===== config.mk =====
export PLATFORM = sky130hd
export DESIGN_NAME = pmc_regs
export DESIGN_NICKNAME = d
export VERILOG_FILES = /design/src/rtl/pmc_pkg.sv /design/src/rtl/pmc_regs.sv /design/src/rtl/pmc_midi_div.sv /design/src/rtl/pmc_pin_mux.sv
export SDC_FILE = /design/constraint.sdc
export NUM_CORES = 1
export LEC_CHECK = 0
export ABC_AREA = 1
export BUFFER_PORTS_ARGS = -buffer_cell sky130_fd_sc_hd__buf_2
export CAP_MARGIN = 40
export CORE_MARGIN = 1.5
export CORE_UTILIZATION = 57
export DETAILED_ROUTE_END_ITERATION = 7
export HOLD_SLACK_MARGIN = 0.12
export PLACE_DENSITY = 0.84
export SYNTH_ARGS = -nofsm -noshare
export SYNTH_HDL_FRONTEND = slang
export SYNTH_SLANG_ARGS = --single-unit

===== constraint.sdc =====
create_clock -name core_clk_in -period 3.1 [get_ports core_clk_in]
set_input_delay 0.62 -clock core_clk_in [delete_from_list [all_inputs] [get_ports core_clk_in]]
set_output_delay 0.62 -clock core_clk_in [all_outputs]
set_load 0.01 [all_outputs]

===== src/rtl/pmc_pkg.sv =====
// Purpose: Shared constants and types for the pin and port mode configuration registers
// Assumes: 8-bit configuration data, index-addressed access in configuration state
// Notes: Offsets, reset values and field positions live here only
package pmc_pkg;
  // Index values that reach each register
  localparam logic [7:0] PMC_IDX_PIN_MODE = 8'h03;
  localparam logic [7:0] PMC_IDX_PORT_EXT = 8'h04;
  // Power-up defaults
  localparam logic [7:0] PMC_RST_PIN_MODE = 8'h70;
  localparam logic [7:0] PMC_RST_PORT_EXT = 8'h00;
  // Read masks: reserved bits read as zero
  localparam logic [7:0] PMC_RMASK_PIN_MODE = 8'hf7;
  localparam logic [7:0] PMC_RMASK_PORT_EXT = 8'h7f;
  // Field positions, pin function and floppy mode register
  localparam int PMC_B_PWRGOOD_GAME = 0;
  localparam int PMC_B_FLOPPY_ENH2 = 1;
  localparam int PMC_B_PIN_SEL_LO = 2;
  localparam int PMC_B_DENS_FORCE = 4;
  localparam int PMC_B_ENCODE = 5;
  localparam int PMC_B_IDENT = 6;
  localparam int PMC_B_PIN_SEL_HI = 7;
  // Field positions, port extended setup register
  localparam int PMC_B_PAR_MODE_LO = 0;
  localparam int PMC_B_PP_FLOPPY_LO = 2;
  localparam int PMC_B_MIDI_1 = 4;
  localparam int PMC_B_MIDI_2 = 5;
  localparam int PMC_B_EPP_TYPE = 6;
  // Serial clock divisors
  localparam logic [3:0] PMC_DIV_NORMAL = 4'hd;
  localparam logic [3:0] PMC_DIV_MIDI = 4'hc;
  // Oversampling divisor after the MIDI prescale (2 MHz / 16 = 125 kHz)
  localparam logic [4:0] PMC_DIV_OVERSAMPLE = 5'h10;
  // Mode code written into the ECP control mode field to enter EPP
  localparam logic [2:0] PMC_ECR_MODE_EPP = 3'h4;
  // Parallel port modes
  typedef enum logic [2:0] {
    PMC_PAR_PRINTER, PMC_PAR_SPP, PMC_PAR_EPP_SPP, PMC_PAR_ECP, PMC_PAR_ECP_EPP
  } pmc_par_mode_t;
  // Floppy interface modes
  typedef enum logic [1:0] {
    PMC_FDC_AT, PMC_FDC_RSVD, PMC_FDC_SYS2, PMC_FDC_SYS3
  } pmc_fdc_if_t;
  // Shared pin functions
  typedef enum logic [1:0] {
    PMC_PIN_TRISTATE, PMC_PIN_ADDR_QUAL, PMC_PIN_CLOCK_RUN
  } pmc_pin_fn_t;
  // Floppy over parallel port modes
  typedef enum logic [1:0] {
    PMC_PPF_NORMAL, PMC_PPF_A, PMC_PPF_B, PMC_PPF_RSVD
  } pmc_ppf_mode_t;
  // Configuration access request
  typedef struct packed {
    logic cfg_state;
    logic [7:0] index;
    logic wr;
    logic rd;
    logic [7:0] wdata;
  } pmc_cfg_req_t;
  // Decoded settings bundle
  typedef struct packed {
    logic floppy_enh2;
    pmc_fdc_if_t fdc_if;
    pmc_pin_fn_t pin_fn;
    logic pwrgood_game;
    pmc_par_mode_t par_mode;
    pmc_ppf_mode_t ppf_mode;
    logic epp_rev17;
    logic [3:0] uart1_div;
    logic [3:0] uart2_div;
  } pmc_settings_t;
endpackage : pmc_pkg


===== src/rtl/pmc_regs.sv =====
// Purpose: Pin function / floppy mode and port extended setup configuration registers
// Assumes: Index register and configuration state come from the configuration logic
// Notes: Access is gated by configuration state and index match
//
// Notes on behaviour
// - Pin mode register reached only at index 03
// - Pin mode register resets to 70
// - Bit 1 picks normal or enhanced floppy
// - Bit 3 of pin mode reads zero
// - Bit 4 forces drive-density output high
// - Bits 6,5 pick floppy interface mode
// - Bits 7,2 pick shared pin function
// - Shared pin undriven until configured
// - Port setup register reached only at index 04
// - Port setup register resets to 00
// - Bits 1:0 pick extended parallel mode
// - Bits 3:2 pick floppy-over-parallel mode
// - Bit 4 sets serial one divisor
// - Bit 5 sets serial two divisor
// - Bit 6 picks EPP revision
// - Bit 7 of port setup reads zero
// - Printer bit high overrides extended modes
// - Combined mode enters EPP via mode 100
// - MIDI divisor yields 31.25 kbaud
`timescale 1ns/100ps
module pmc_regs
  import pmc_pkg::*;
(
  input wire logic core_clk_in,
  input wire logic rst_in,
  input pmc_cfg_req_t cfg_req_in,
  input wire logic printer_mode_in,
  input wire logic [2:0] ecr_mode_in,
  input wire logic uart_ref_en_in,
  input wire logic addr_qual_n_in,
  input wire logic clock_run_n_in,
  input wire logic dens_prog_in,
  input wire logic fdc_out_tristate_in,
  output logic [7:0] rdata_out,
  output logic rdata_valid_out,
  output pmc_settings_t settings_out,
  output logic epp_active_out,
  output logic uart1_pre_tick_out,
  output logic uart1_baud16_tick_out,
  output logic uart2_pre_tick_out,
  output logic uart2_baud16_tick_out,
  output logic addr_qualify_out_n,
  output logic addr_qualify_oe_out,
  output logic drive_density_out_b,
  output logic drive_density_oe_out
);
  logic [7:0] pin_mode_reg; // Pin function and floppy mode
  logic [7:0] port_ext_reg; // Port extended setup
  logic pin_configured_reg; // Shared pin function written since reset
  logic hit_pin_mode; // Index selects pin mode register
  logic hit_port_ext; // Index selects port setup register
  pmc_pin_fn_t pin_fn; // Effective shared pin function
  pmc_settings_t settings_next; // Decoded settings
  logic pin_dens; // Raw drive density from mux

  // Index decode, shared by read and write paths
  function automatic logic idx_hit(input pmc_cfg_req_t req, input logic [7:0] idx);
    idx_hit = req.cfg_state && (req.index == idx);
  endfunction : idx_hit

  assign hit_pin_mode = idx_hit(cfg_req_in, PMC_IDX_PIN_MODE);
  assign hit_port_ext = idx_hit(cfg_req_in, PMC_IDX_PORT_EXT);

  // Pin mode register storage
  always_ff @(posedge core_clk_in or posedge rst_in) begin
    if (rst_in) begin
      pin_mode_reg <= PMC_RST_PIN_MODE;
    end else if (cfg_req_in.wr && hit_pin_mode) begin
      pin_mode_reg <= cfg_req_in.wdata & PMC_RMASK_PIN_MODE;
    end
  end

  // Port setup register storage; other writes leave it alone
  always_ff @(posedge core_clk_in or posedge rst_in) begin
    if (rst_in) begin
      port_ext_reg <= PMC_RST_PORT_EXT;
    end else if (cfg_req_in.wr && hit_port_ext) begin
      port_ext_reg <= cfg_req_in.wdata & PMC_RMASK_PORT_EXT;
    end
  end

  // Shared pin becomes configured on first write to pin mode register
  always_ff @(posedge core_clk_in or posedge rst_in) begin
    if (rst_in) begin
      pin_configured_reg <= 1'b0;
    end else if (cfg_req_in.wr && hit_pin_mode) begin
      pin_configured_reg <= 1'b1;
    end
  end

  // Read path, zero and not valid on a miss
  always_ff @(posedge core_clk_in or posedge rst_in) begin
    if (rst_in) begin
      rdata_out <= 8'h00;
      rdata_valid_out <= 1'b0;
    end else begin
      rdata_valid_out <= 1'b0;
      rdata_out <= 8'h00;
      if (cfg_req_in.rd && hit_pin_mode) begin
        rdata_out <= pin_mode_reg & PMC_RMASK_PIN_MODE;
        rdata_valid_out <= 1'b1;
      end else if (cfg_req_in.rd && hit_port_ext) begin
        rdata_out <= port_ext_reg & PMC_RMASK_PORT_EXT;
        rdata_valid_out <= 1'b1;
      end
    end
  end

  // Shared pin function decode
  always_comb begin
    pin_fn = PMC_PIN_TRISTATE;
    if (pin_configured_reg && pin_mode_reg[PMC_B_PIN_SEL_HI]) begin
      pin_fn = pin_mode_reg[PMC_B_PIN_SEL_LO] ? PMC_PIN_CLOCK_RUN : PMC_PIN_ADDR_QUAL;
    end
  end

  // Settings decode from both registers
  always_comb begin
    settings_next = '0;
    settings_next.floppy_enh2 = pin_mode_reg[PMC_B_FLOPPY_ENH2];
    settings_next.pwrgood_game = pin_mode_reg[PMC_B_PWRGOOD_GAME];
    unique case ({pin_mode_reg[PMC_B_IDENT], pin_mode_reg[PMC_B_ENCODE]})
      2'h3: settings_next.fdc_if = PMC_FDC_AT;
      2'h2: settings_next.fdc_if = PMC_FDC_RSVD;
      2'h1: settings_next.fdc_if = PMC_FDC_SYS2;
      2'h0: settings_next.fdc_if = PMC_FDC_SYS3;
    endcase
    settings_next.pin_fn = pin_fn;
    if (printer_mode_in) begin
      settings_next.par_mode = PMC_PAR_PRINTER;
    end else begin
      unique case (port_ext_reg[PMC_B_PAR_MODE_LO +: 2])
        2'h0: settings_next.par_mode = PMC_PAR_SPP;
        2'h1: settings_next.par_mode = PMC_PAR_EPP_SPP;
        2'h2: settings_next.par_mode = PMC_PAR_ECP;
        2'h3: settings_next.par_mode = PMC_PAR_ECP_EPP;
      endcase
    end
    settings_next.ppf_mode = pmc_ppf_mode_t'(port_ext_reg[PMC_B_PP_FLOPPY_LO +: 2]);
    settings_next.epp_rev17 = port_ext_reg[PMC_B_EPP_TYPE];
    settings_next.uart1_div = port_ext_reg[PMC_B_MIDI_1] ? PMC_DIV_MIDI : PMC_DIV_NORMAL;
    settings_next.uart2_div = port_ext_reg[PMC_B_MIDI_2] ? PMC_DIV_MIDI : PMC_DIV_NORMAL;
  end

  // Registered settings outputs
  always_ff @(posedge core_clk_in or posedge rst_in) begin
    if (rst_in) begin
      settings_out <= '0;
      settings_out.fdc_if <= PMC_FDC_AT;
      settings_out.par_mode <= PMC_PAR_PRINTER;
      settings_out.uart1_div <= PMC_DIV_NORMAL;
      settings_out.uart2_div <= PMC_DIV_NORMAL;
    end else begin
      settings_out <= settings_next;
    end
  end

  // EPP active: direct EPP mode, or combined mode with ECP mode field at 100
  always_ff @(posedge core_clk_in or posedge rst_in) begin
    if (rst_in) begin
      epp_active_out <= 1'b0;
    end else begin
      epp_active_out <= (settings_next.par_mode == PMC_PAR_EPP_SPP) ||
                        ((settings_next.par_mode == PMC_PAR_ECP_EPP) && (ecr_mode_in == PMC_ECR_MODE_EPP));
    end
  end

  // Drive-density pin tristates with the floppy outputs
  assign drive_density_oe_out = !fdc_out_tristate_in;

  // Serial port one prescaler
  pmc_midi_div u_div1 (
    .core_clk_in(core_clk_in),
    .rst_in(rst_in),
    .ref_en_in(uart_ref_en_in),
    .midi_sel_in(port_ext_reg[PMC_B_MIDI_1]),
    .pre_tick_out(uart1_pre_tick_out),
    .baud16_tick_out(uart1_baud16_tick_out)
  );

  // Serial port two prescaler
  pmc_midi_div u_div2 (
    .core_clk_in(core_clk_in),
    .rst_in(rst_in),
    .ref_en_in(uart_ref_en_in),
    .midi_sel_in(port_ext_reg[PMC_B_MIDI_2]),
    .pre_tick_out(uart2_pre_tick_out),
    .baud16_tick_out(uart2_baud16_tick_out)
  );

  // Shared pin and drive-density drivers
  pmc_pin_mux u_mux (
    .core_clk_in(core_clk_in),
    .rst_in(rst_in),
    .pin_fn_in(pin_fn),
    .addr_qual_n_in(addr_qual_n_in),
    .clock_run_n_in(clock_run_n_in),
    .dens_force_in(pin_mode_reg[PMC_B_DENS_FORCE]),
    .dens_prog_in(dens_prog_in),
    .shared_pin_out(addr_qualify_out_n),
    .shared_pin_oe_out(addr_qualify_oe_out),
    .drive_density_out_b(pin_dens)
  );

  assign drive_density_out_b = pin_dens;
endmodule : pmc_regs


===== src/rtl/pmc_midi_div.sv =====
// Purpose: Serial clock prescaler, divide by 13 or by 12 for MIDI
// Assumes: Input clock enable at the serial reference rate
// Notes: Emits one-cycle enable pulses; oversample tick comes in the same cycle as every 16th prescale tick
`timescale 1ns/100ps
module pmc_midi_div
  import pmc_pkg::*;
(
  input wire logic core_clk_in,
  input wire logic rst_in,
  input wire logic ref_en_in,
  input wire logic midi_sel_in,
  output logic pre_tick_out,
  output logic baud16_tick_out
);
  logic [3:0] pre_cnt_reg; // Prescale counter
  logic [4:0] os_cnt_reg; // Oversample counter
  logic [3:0] div_sel; // Selected divisor
  logic pre_wrap; // Prescale end

  // Divisor choice
  assign div_sel = midi_sel_in ? PMC_DIV_MIDI : PMC_DIV_NORMAL;
  assign pre_wrap = ref_en_in && (pre_cnt_reg == div_sel - 4'h1);

  // Prescale counter, restarts when divisor shrinks to or below count
  always_ff @(posedge core_clk_in or posedge rst_in) begin
    if (rst_in) begin
      pre_cnt_reg <= 4'h0;
    end else if (ref_en_in) begin
      if (pre_wrap || pre_cnt_reg >= div_sel) begin
        pre_cnt_reg <= 4'h0;
      end else begin
        pre_cnt_reg <= pre_cnt_reg + 4'h1;
      end
    end
  end

  // Oversample counter, 2 MHz / 16 gives 125 kHz for 31.25 kbaud
  always_ff @(posedge core_clk_in or posedge rst_in) begin
    if (rst_in) begin
      os_cnt_reg <= 5'h00;
    end else if (pre_wrap) begin
      os_cnt_reg <= (os_cnt_reg == PMC_DIV_OVERSAMPLE - 5'h01) ? 5'h00 : os_cnt_reg + 5'h01;
    end
  end

  // Registered tick outputs
  always_ff @(posedge core_clk_in or posedge rst_in) begin
    if (rst_in) begin
      pre_tick_out <= 1'b0;
      baud16_tick_out <= 1'b0;
    end else begin
      pre_tick_out <= pre_wrap;
      baud16_tick_out <= pre_wrap && (os_cnt_reg == PMC_DIV_OVERSAMPLE - 5'h01);
    end
  end
endmodule : pmc_midi_div


===== src/rtl/pmc_pin_mux.sv =====
// Purpose: Shared address-qualify / clock-run pin and drive-density output
// Assumes: Pin function already decoded
// Notes: Pin stays undriven until a function is configured
`timescale 1ns/100ps
module pmc_pin_mux
  import pmc_pkg::*;
(
  input wire logic core_clk_in,
  input wire logic rst_in,
  input pmc_pin_fn_t pin_fn_in,
  input wire logic addr_qual_n_in,
  input wire logic clock_run_n_in,
  input wire logic dens_force_in,
  input wire logic dens_prog_in,
  output logic shared_pin_out,
  output logic shared_pin_oe_out,
  output logic drive_density_out_b
);
  // Shared pin drive, high impedance until configured
  always_ff @(posedge core_clk_in or posedge rst_in) begin
    if (rst_in) begin
      shared_pin_out <= 1'b1;
      shared_pin_oe_out <= 1'b0;
    end else begin
      unique case (pin_fn_in)
        PMC_PIN_ADDR_QUAL: begin
          shared_pin_out <= addr_qual_n_in;
          shared_pin_oe_out <= 1'b1;
        end
        PMC_PIN_CLOCK_RUN: begin
          shared_pin_out <= clock_run_n_in;
          shared_pin_oe_out <= 1'b1;
        end
        default: begin
          shared_pin_out <= 1'b1;
          shared_pin_oe_out <= 1'b0;
        end
      endcase
    end
  end

  // Drive-density output, forced high on request
  always_ff @(posedge core_clk_in or posedge rst_in) begin
    if (rst_in) begin
      drive_density_out_b <= 1'b1;
    end else begin
      drive_density_out_b <= dens_force_in ? 1'b1 : dens_prog_in;
    end
  end
endmodule : pmc_pin_mux


==> results.md <==
* Root buffer cell: clkbuf_8
* Seq/Total Area, Yosys at between 50% and 60%
* Crit path cell chain: buf_2
* CP max FO at 1
* Synth area leaders: dfrtp_1 (50%), nand2_1 (10%), dfstp_2 (6.5%)
* # hold bufs at CTS at 0
* GPL Wtd Cong at a little over 0.8
* Via count at between 2,000 and 2,500
* Arr. time, crit path at 0.95 ns
* Core box area at about 0.0048 sq mm
* Clk buf depth at 2
* Crit Path Class: register to output port
* Gr ovfl total at 0
* Area growth, synth to finish at 19.05%
* Reg with most FFs: settings_out
* Postcts setup bufs at 0
* Post_cts resized at 0
* Peak supply drop at around 0.28 mV
* RSZ-0062 raised after global routing: no
* DRC at 0
* Worst reg2reg endpoint: u_div1.pre_cnt_reg[3]
* Cell Pwr Density at roughly 630 mW/mm^2
* Max reg flops at 14
* Max_cap viols at 0
* Antenna Violating Nets Remaining at 0
* I/O pins at 68
* M1 WL at ~2300 um
* Ys Warns at 0
* Cell area after synthesis at ~0.0029 sq mm
* R2R Setup Slk at approximately 1.6 ns
* Tot Pwr at roughly 0.0022 W
* Register Area at around 0.0016 sq mm
* Die ar. at 0.005434 sq mm
* R2R depth at 6
* Crit path required time at 2.48 ns
* # diodes at 0
* First-pass GRT wire length at roughly 8900 um
* CP Launch Type: register
* Filler cell count at ~360
* Syn Area/Cell at 9.376 sq um
* Placed cells at roughly 430
* Routed wl met3 at 287 um
* Vias in the first global route at roughly 2,100
* Synth area leader: dfrtp_1
* Clk_skew at 0.005080 ns
* Die H at 73.72 um
* Fin crit period at 1.574 ns
* Post-synth top area share at roughly half
* Clock transition at path regs at about 0.06 ns
* Crit Reg-Reg Startpoint: port_ext_reg[4]
* Via/cell ratio at 4.948
* Final wirelength at 5178 um
* First drt pass iteration count at 4
* Netlist cell types at 32
* Outcome: finished, final reports clean
* Share of cells above drive strength 1 at 30.40%
* Met2 Wirelength at 2463 um
* Uppermost layer routed: met4
* Placed cell area at 0.003188 sq mm
* Nets at 410
* Die width at roughly 74 um
* Slew Limit Fails at 0
* Final non-filler cell total at roughly 440
* Worst setup EP type: output port
* Post-DP HPWL at between 3000 and 4000 um
* Tot GR Track Use at approximately 22%
* CTS sink cnt at 64
* CTS buffer count at 9
* Drt wl/cell at ~12 um
* Largest registers: settings_out x14, rdata_out x8
* Final period util at between 50% and 60%
* Min-delay worst type: input pin to async pin
* Design area at around 0.0034 sq mm
* CTS tree: done
* Area of the multi-input gates at slightly above 0.001 sq mm
* Final Hold Viols at 0
* Drt initial violations at ~170
* Worst-Skew Late Latency at 0.33 ns
* Number of buffers and inverters on the critical path at 1
* Final setup TNS at 0 ns
* H-tree depth at 3
* #FFs+latches synth at 64
* Final setup vio count at 0
* Fmax at approximately 0.64 GHz
* CP max stage delay at about 0.51 ns
* Leakage at roughly 1.9 nW
* # port buffers at 61
* Cell Rows at 25
* Synth Instances at about 300
* Delay-heaviest family, CP: flip-flops
* Antenna violations before repair at 0
* Starting density of the core at 59.95%
* Slowest cell on the critical path: dfstp_2
* Largest net degree at the start of global routing at 24
layout make-up:
cell class	instances	area share, %
Clock inverter	3	1.180
Tap cell	67	2.471
Sequential cell	64	47.46
Inverter	41	4.535
Multi-Input combinational cell	192	30.05
Clock buffer	12	4.867
Timing Repair Buffer	63	9.440
per-stage QoR:
step	setup WS (ns)	utilization, %	hold slack [ns]
2_1_floorplan	0.8935	-	0.3741
3_3_place_gp	1.473	67.05	0.3839
3_5_place_dp	1.420	67.05	0.3883
4_1_cts	1.505	71.37	0.2846
5_1_grt	1.463	71.37	0.3058
6_report	1.526	71.37	0.2803
how the worst max path moves through the flow:
stage	startpoint	end	slack [ns]	cells after the start
2_1_floorplan	rst_in	epp_active_out	0.89	1
3_3_place_gp	cfg_req_in[17]	pin_mode_reg[0]	1.47	7
3_5_place_dp	cfg_req_in[17]	pin_mode_reg[2]	1.42	7
4_1_cts	u_mux.shared_pin_out	addr_qualify_out_n	1.50	1
5_1_grt	u_div2.pre_cnt_reg[0]	u_div2.pre_cnt_reg[3]	1.46	6
6_report	u_mux.shared_pin_out	addr_qualify_out_n	1.53	1
Yosys cell counts:
master	number
nor2_2	2
nor2_8	1
buf_4	6
dfrtp_1	57
o21bai_1	2
nand3_1	20
clkbuf_1	1
inv_1	36
o21a_1	1
ha_1	9
nor3_1	1
nor2_1	23
inv_2	5
buf_2	2
nand3_4	2
xnor2_1	2
dfstp_2	7
o21ai_2	7
a21oi_1	5
o21ai_0	2
conb_1	2
a22oi_1	1
nand3b_1	2
buf_6	2
or2_2	1
nand3_2	2
o21ai_1	10
nand2_2	8
nand2_1	79
xor2_1	2
a21boi_1	1
nand4_1	3
cells by family after synthesis:
logic type,Yosys count,synth area share [%]
buffers and inverters,52,8.253
other,2,0.2635
AO/OA/AOI/OAI,29,6.453
adder cells (fa/ha/maj),9,3.951
XOR/XNOR,4,1.229
flip-flops,64,56.50
AND/OR/NAND/NOR,144,23.35
power breakdown:
| group | internal [W] | switching (W) | leakage [nW] |
|---|---|---|---|
| sequential | 0.000936 | 0.000112 | 0.825 |
| clock | 0.000430 | 0.000294 | 0.108 |
| combinational | 0.000163 | 0.000215 | 0.925 |
| total | 0.00153 | 0.000621 | 1.86 |
per-layer routing:
| layer | global-route usage, % | vias up |
|---|---|---|
| li1 | - | 1073 |
| met1 | 27.70 | 1020 |
| met2 | 35.74 | 84 |
| met3 | 6.996 | 10 |
| met4 | 9.877 | 0 |
| met5 | 0 | - |
cells in the final DEF (no fill, tap or decap), types with 3 or more instances in the layout:
cell      count
nand2_1      79
buf_2        61
dfrtp_1      57
inv_1        35
nor2_1       23
nand3_1      20
clkbuf_8     12
o21ai_1      10
ha_1          9
nand2_2       8
o21ai_2       7
dfstp_2       7
inv_2         6
conb_1        6
a21oi_1       5
nand4_1       3
No activity file was read; power rests on OpenSTA's default activity.
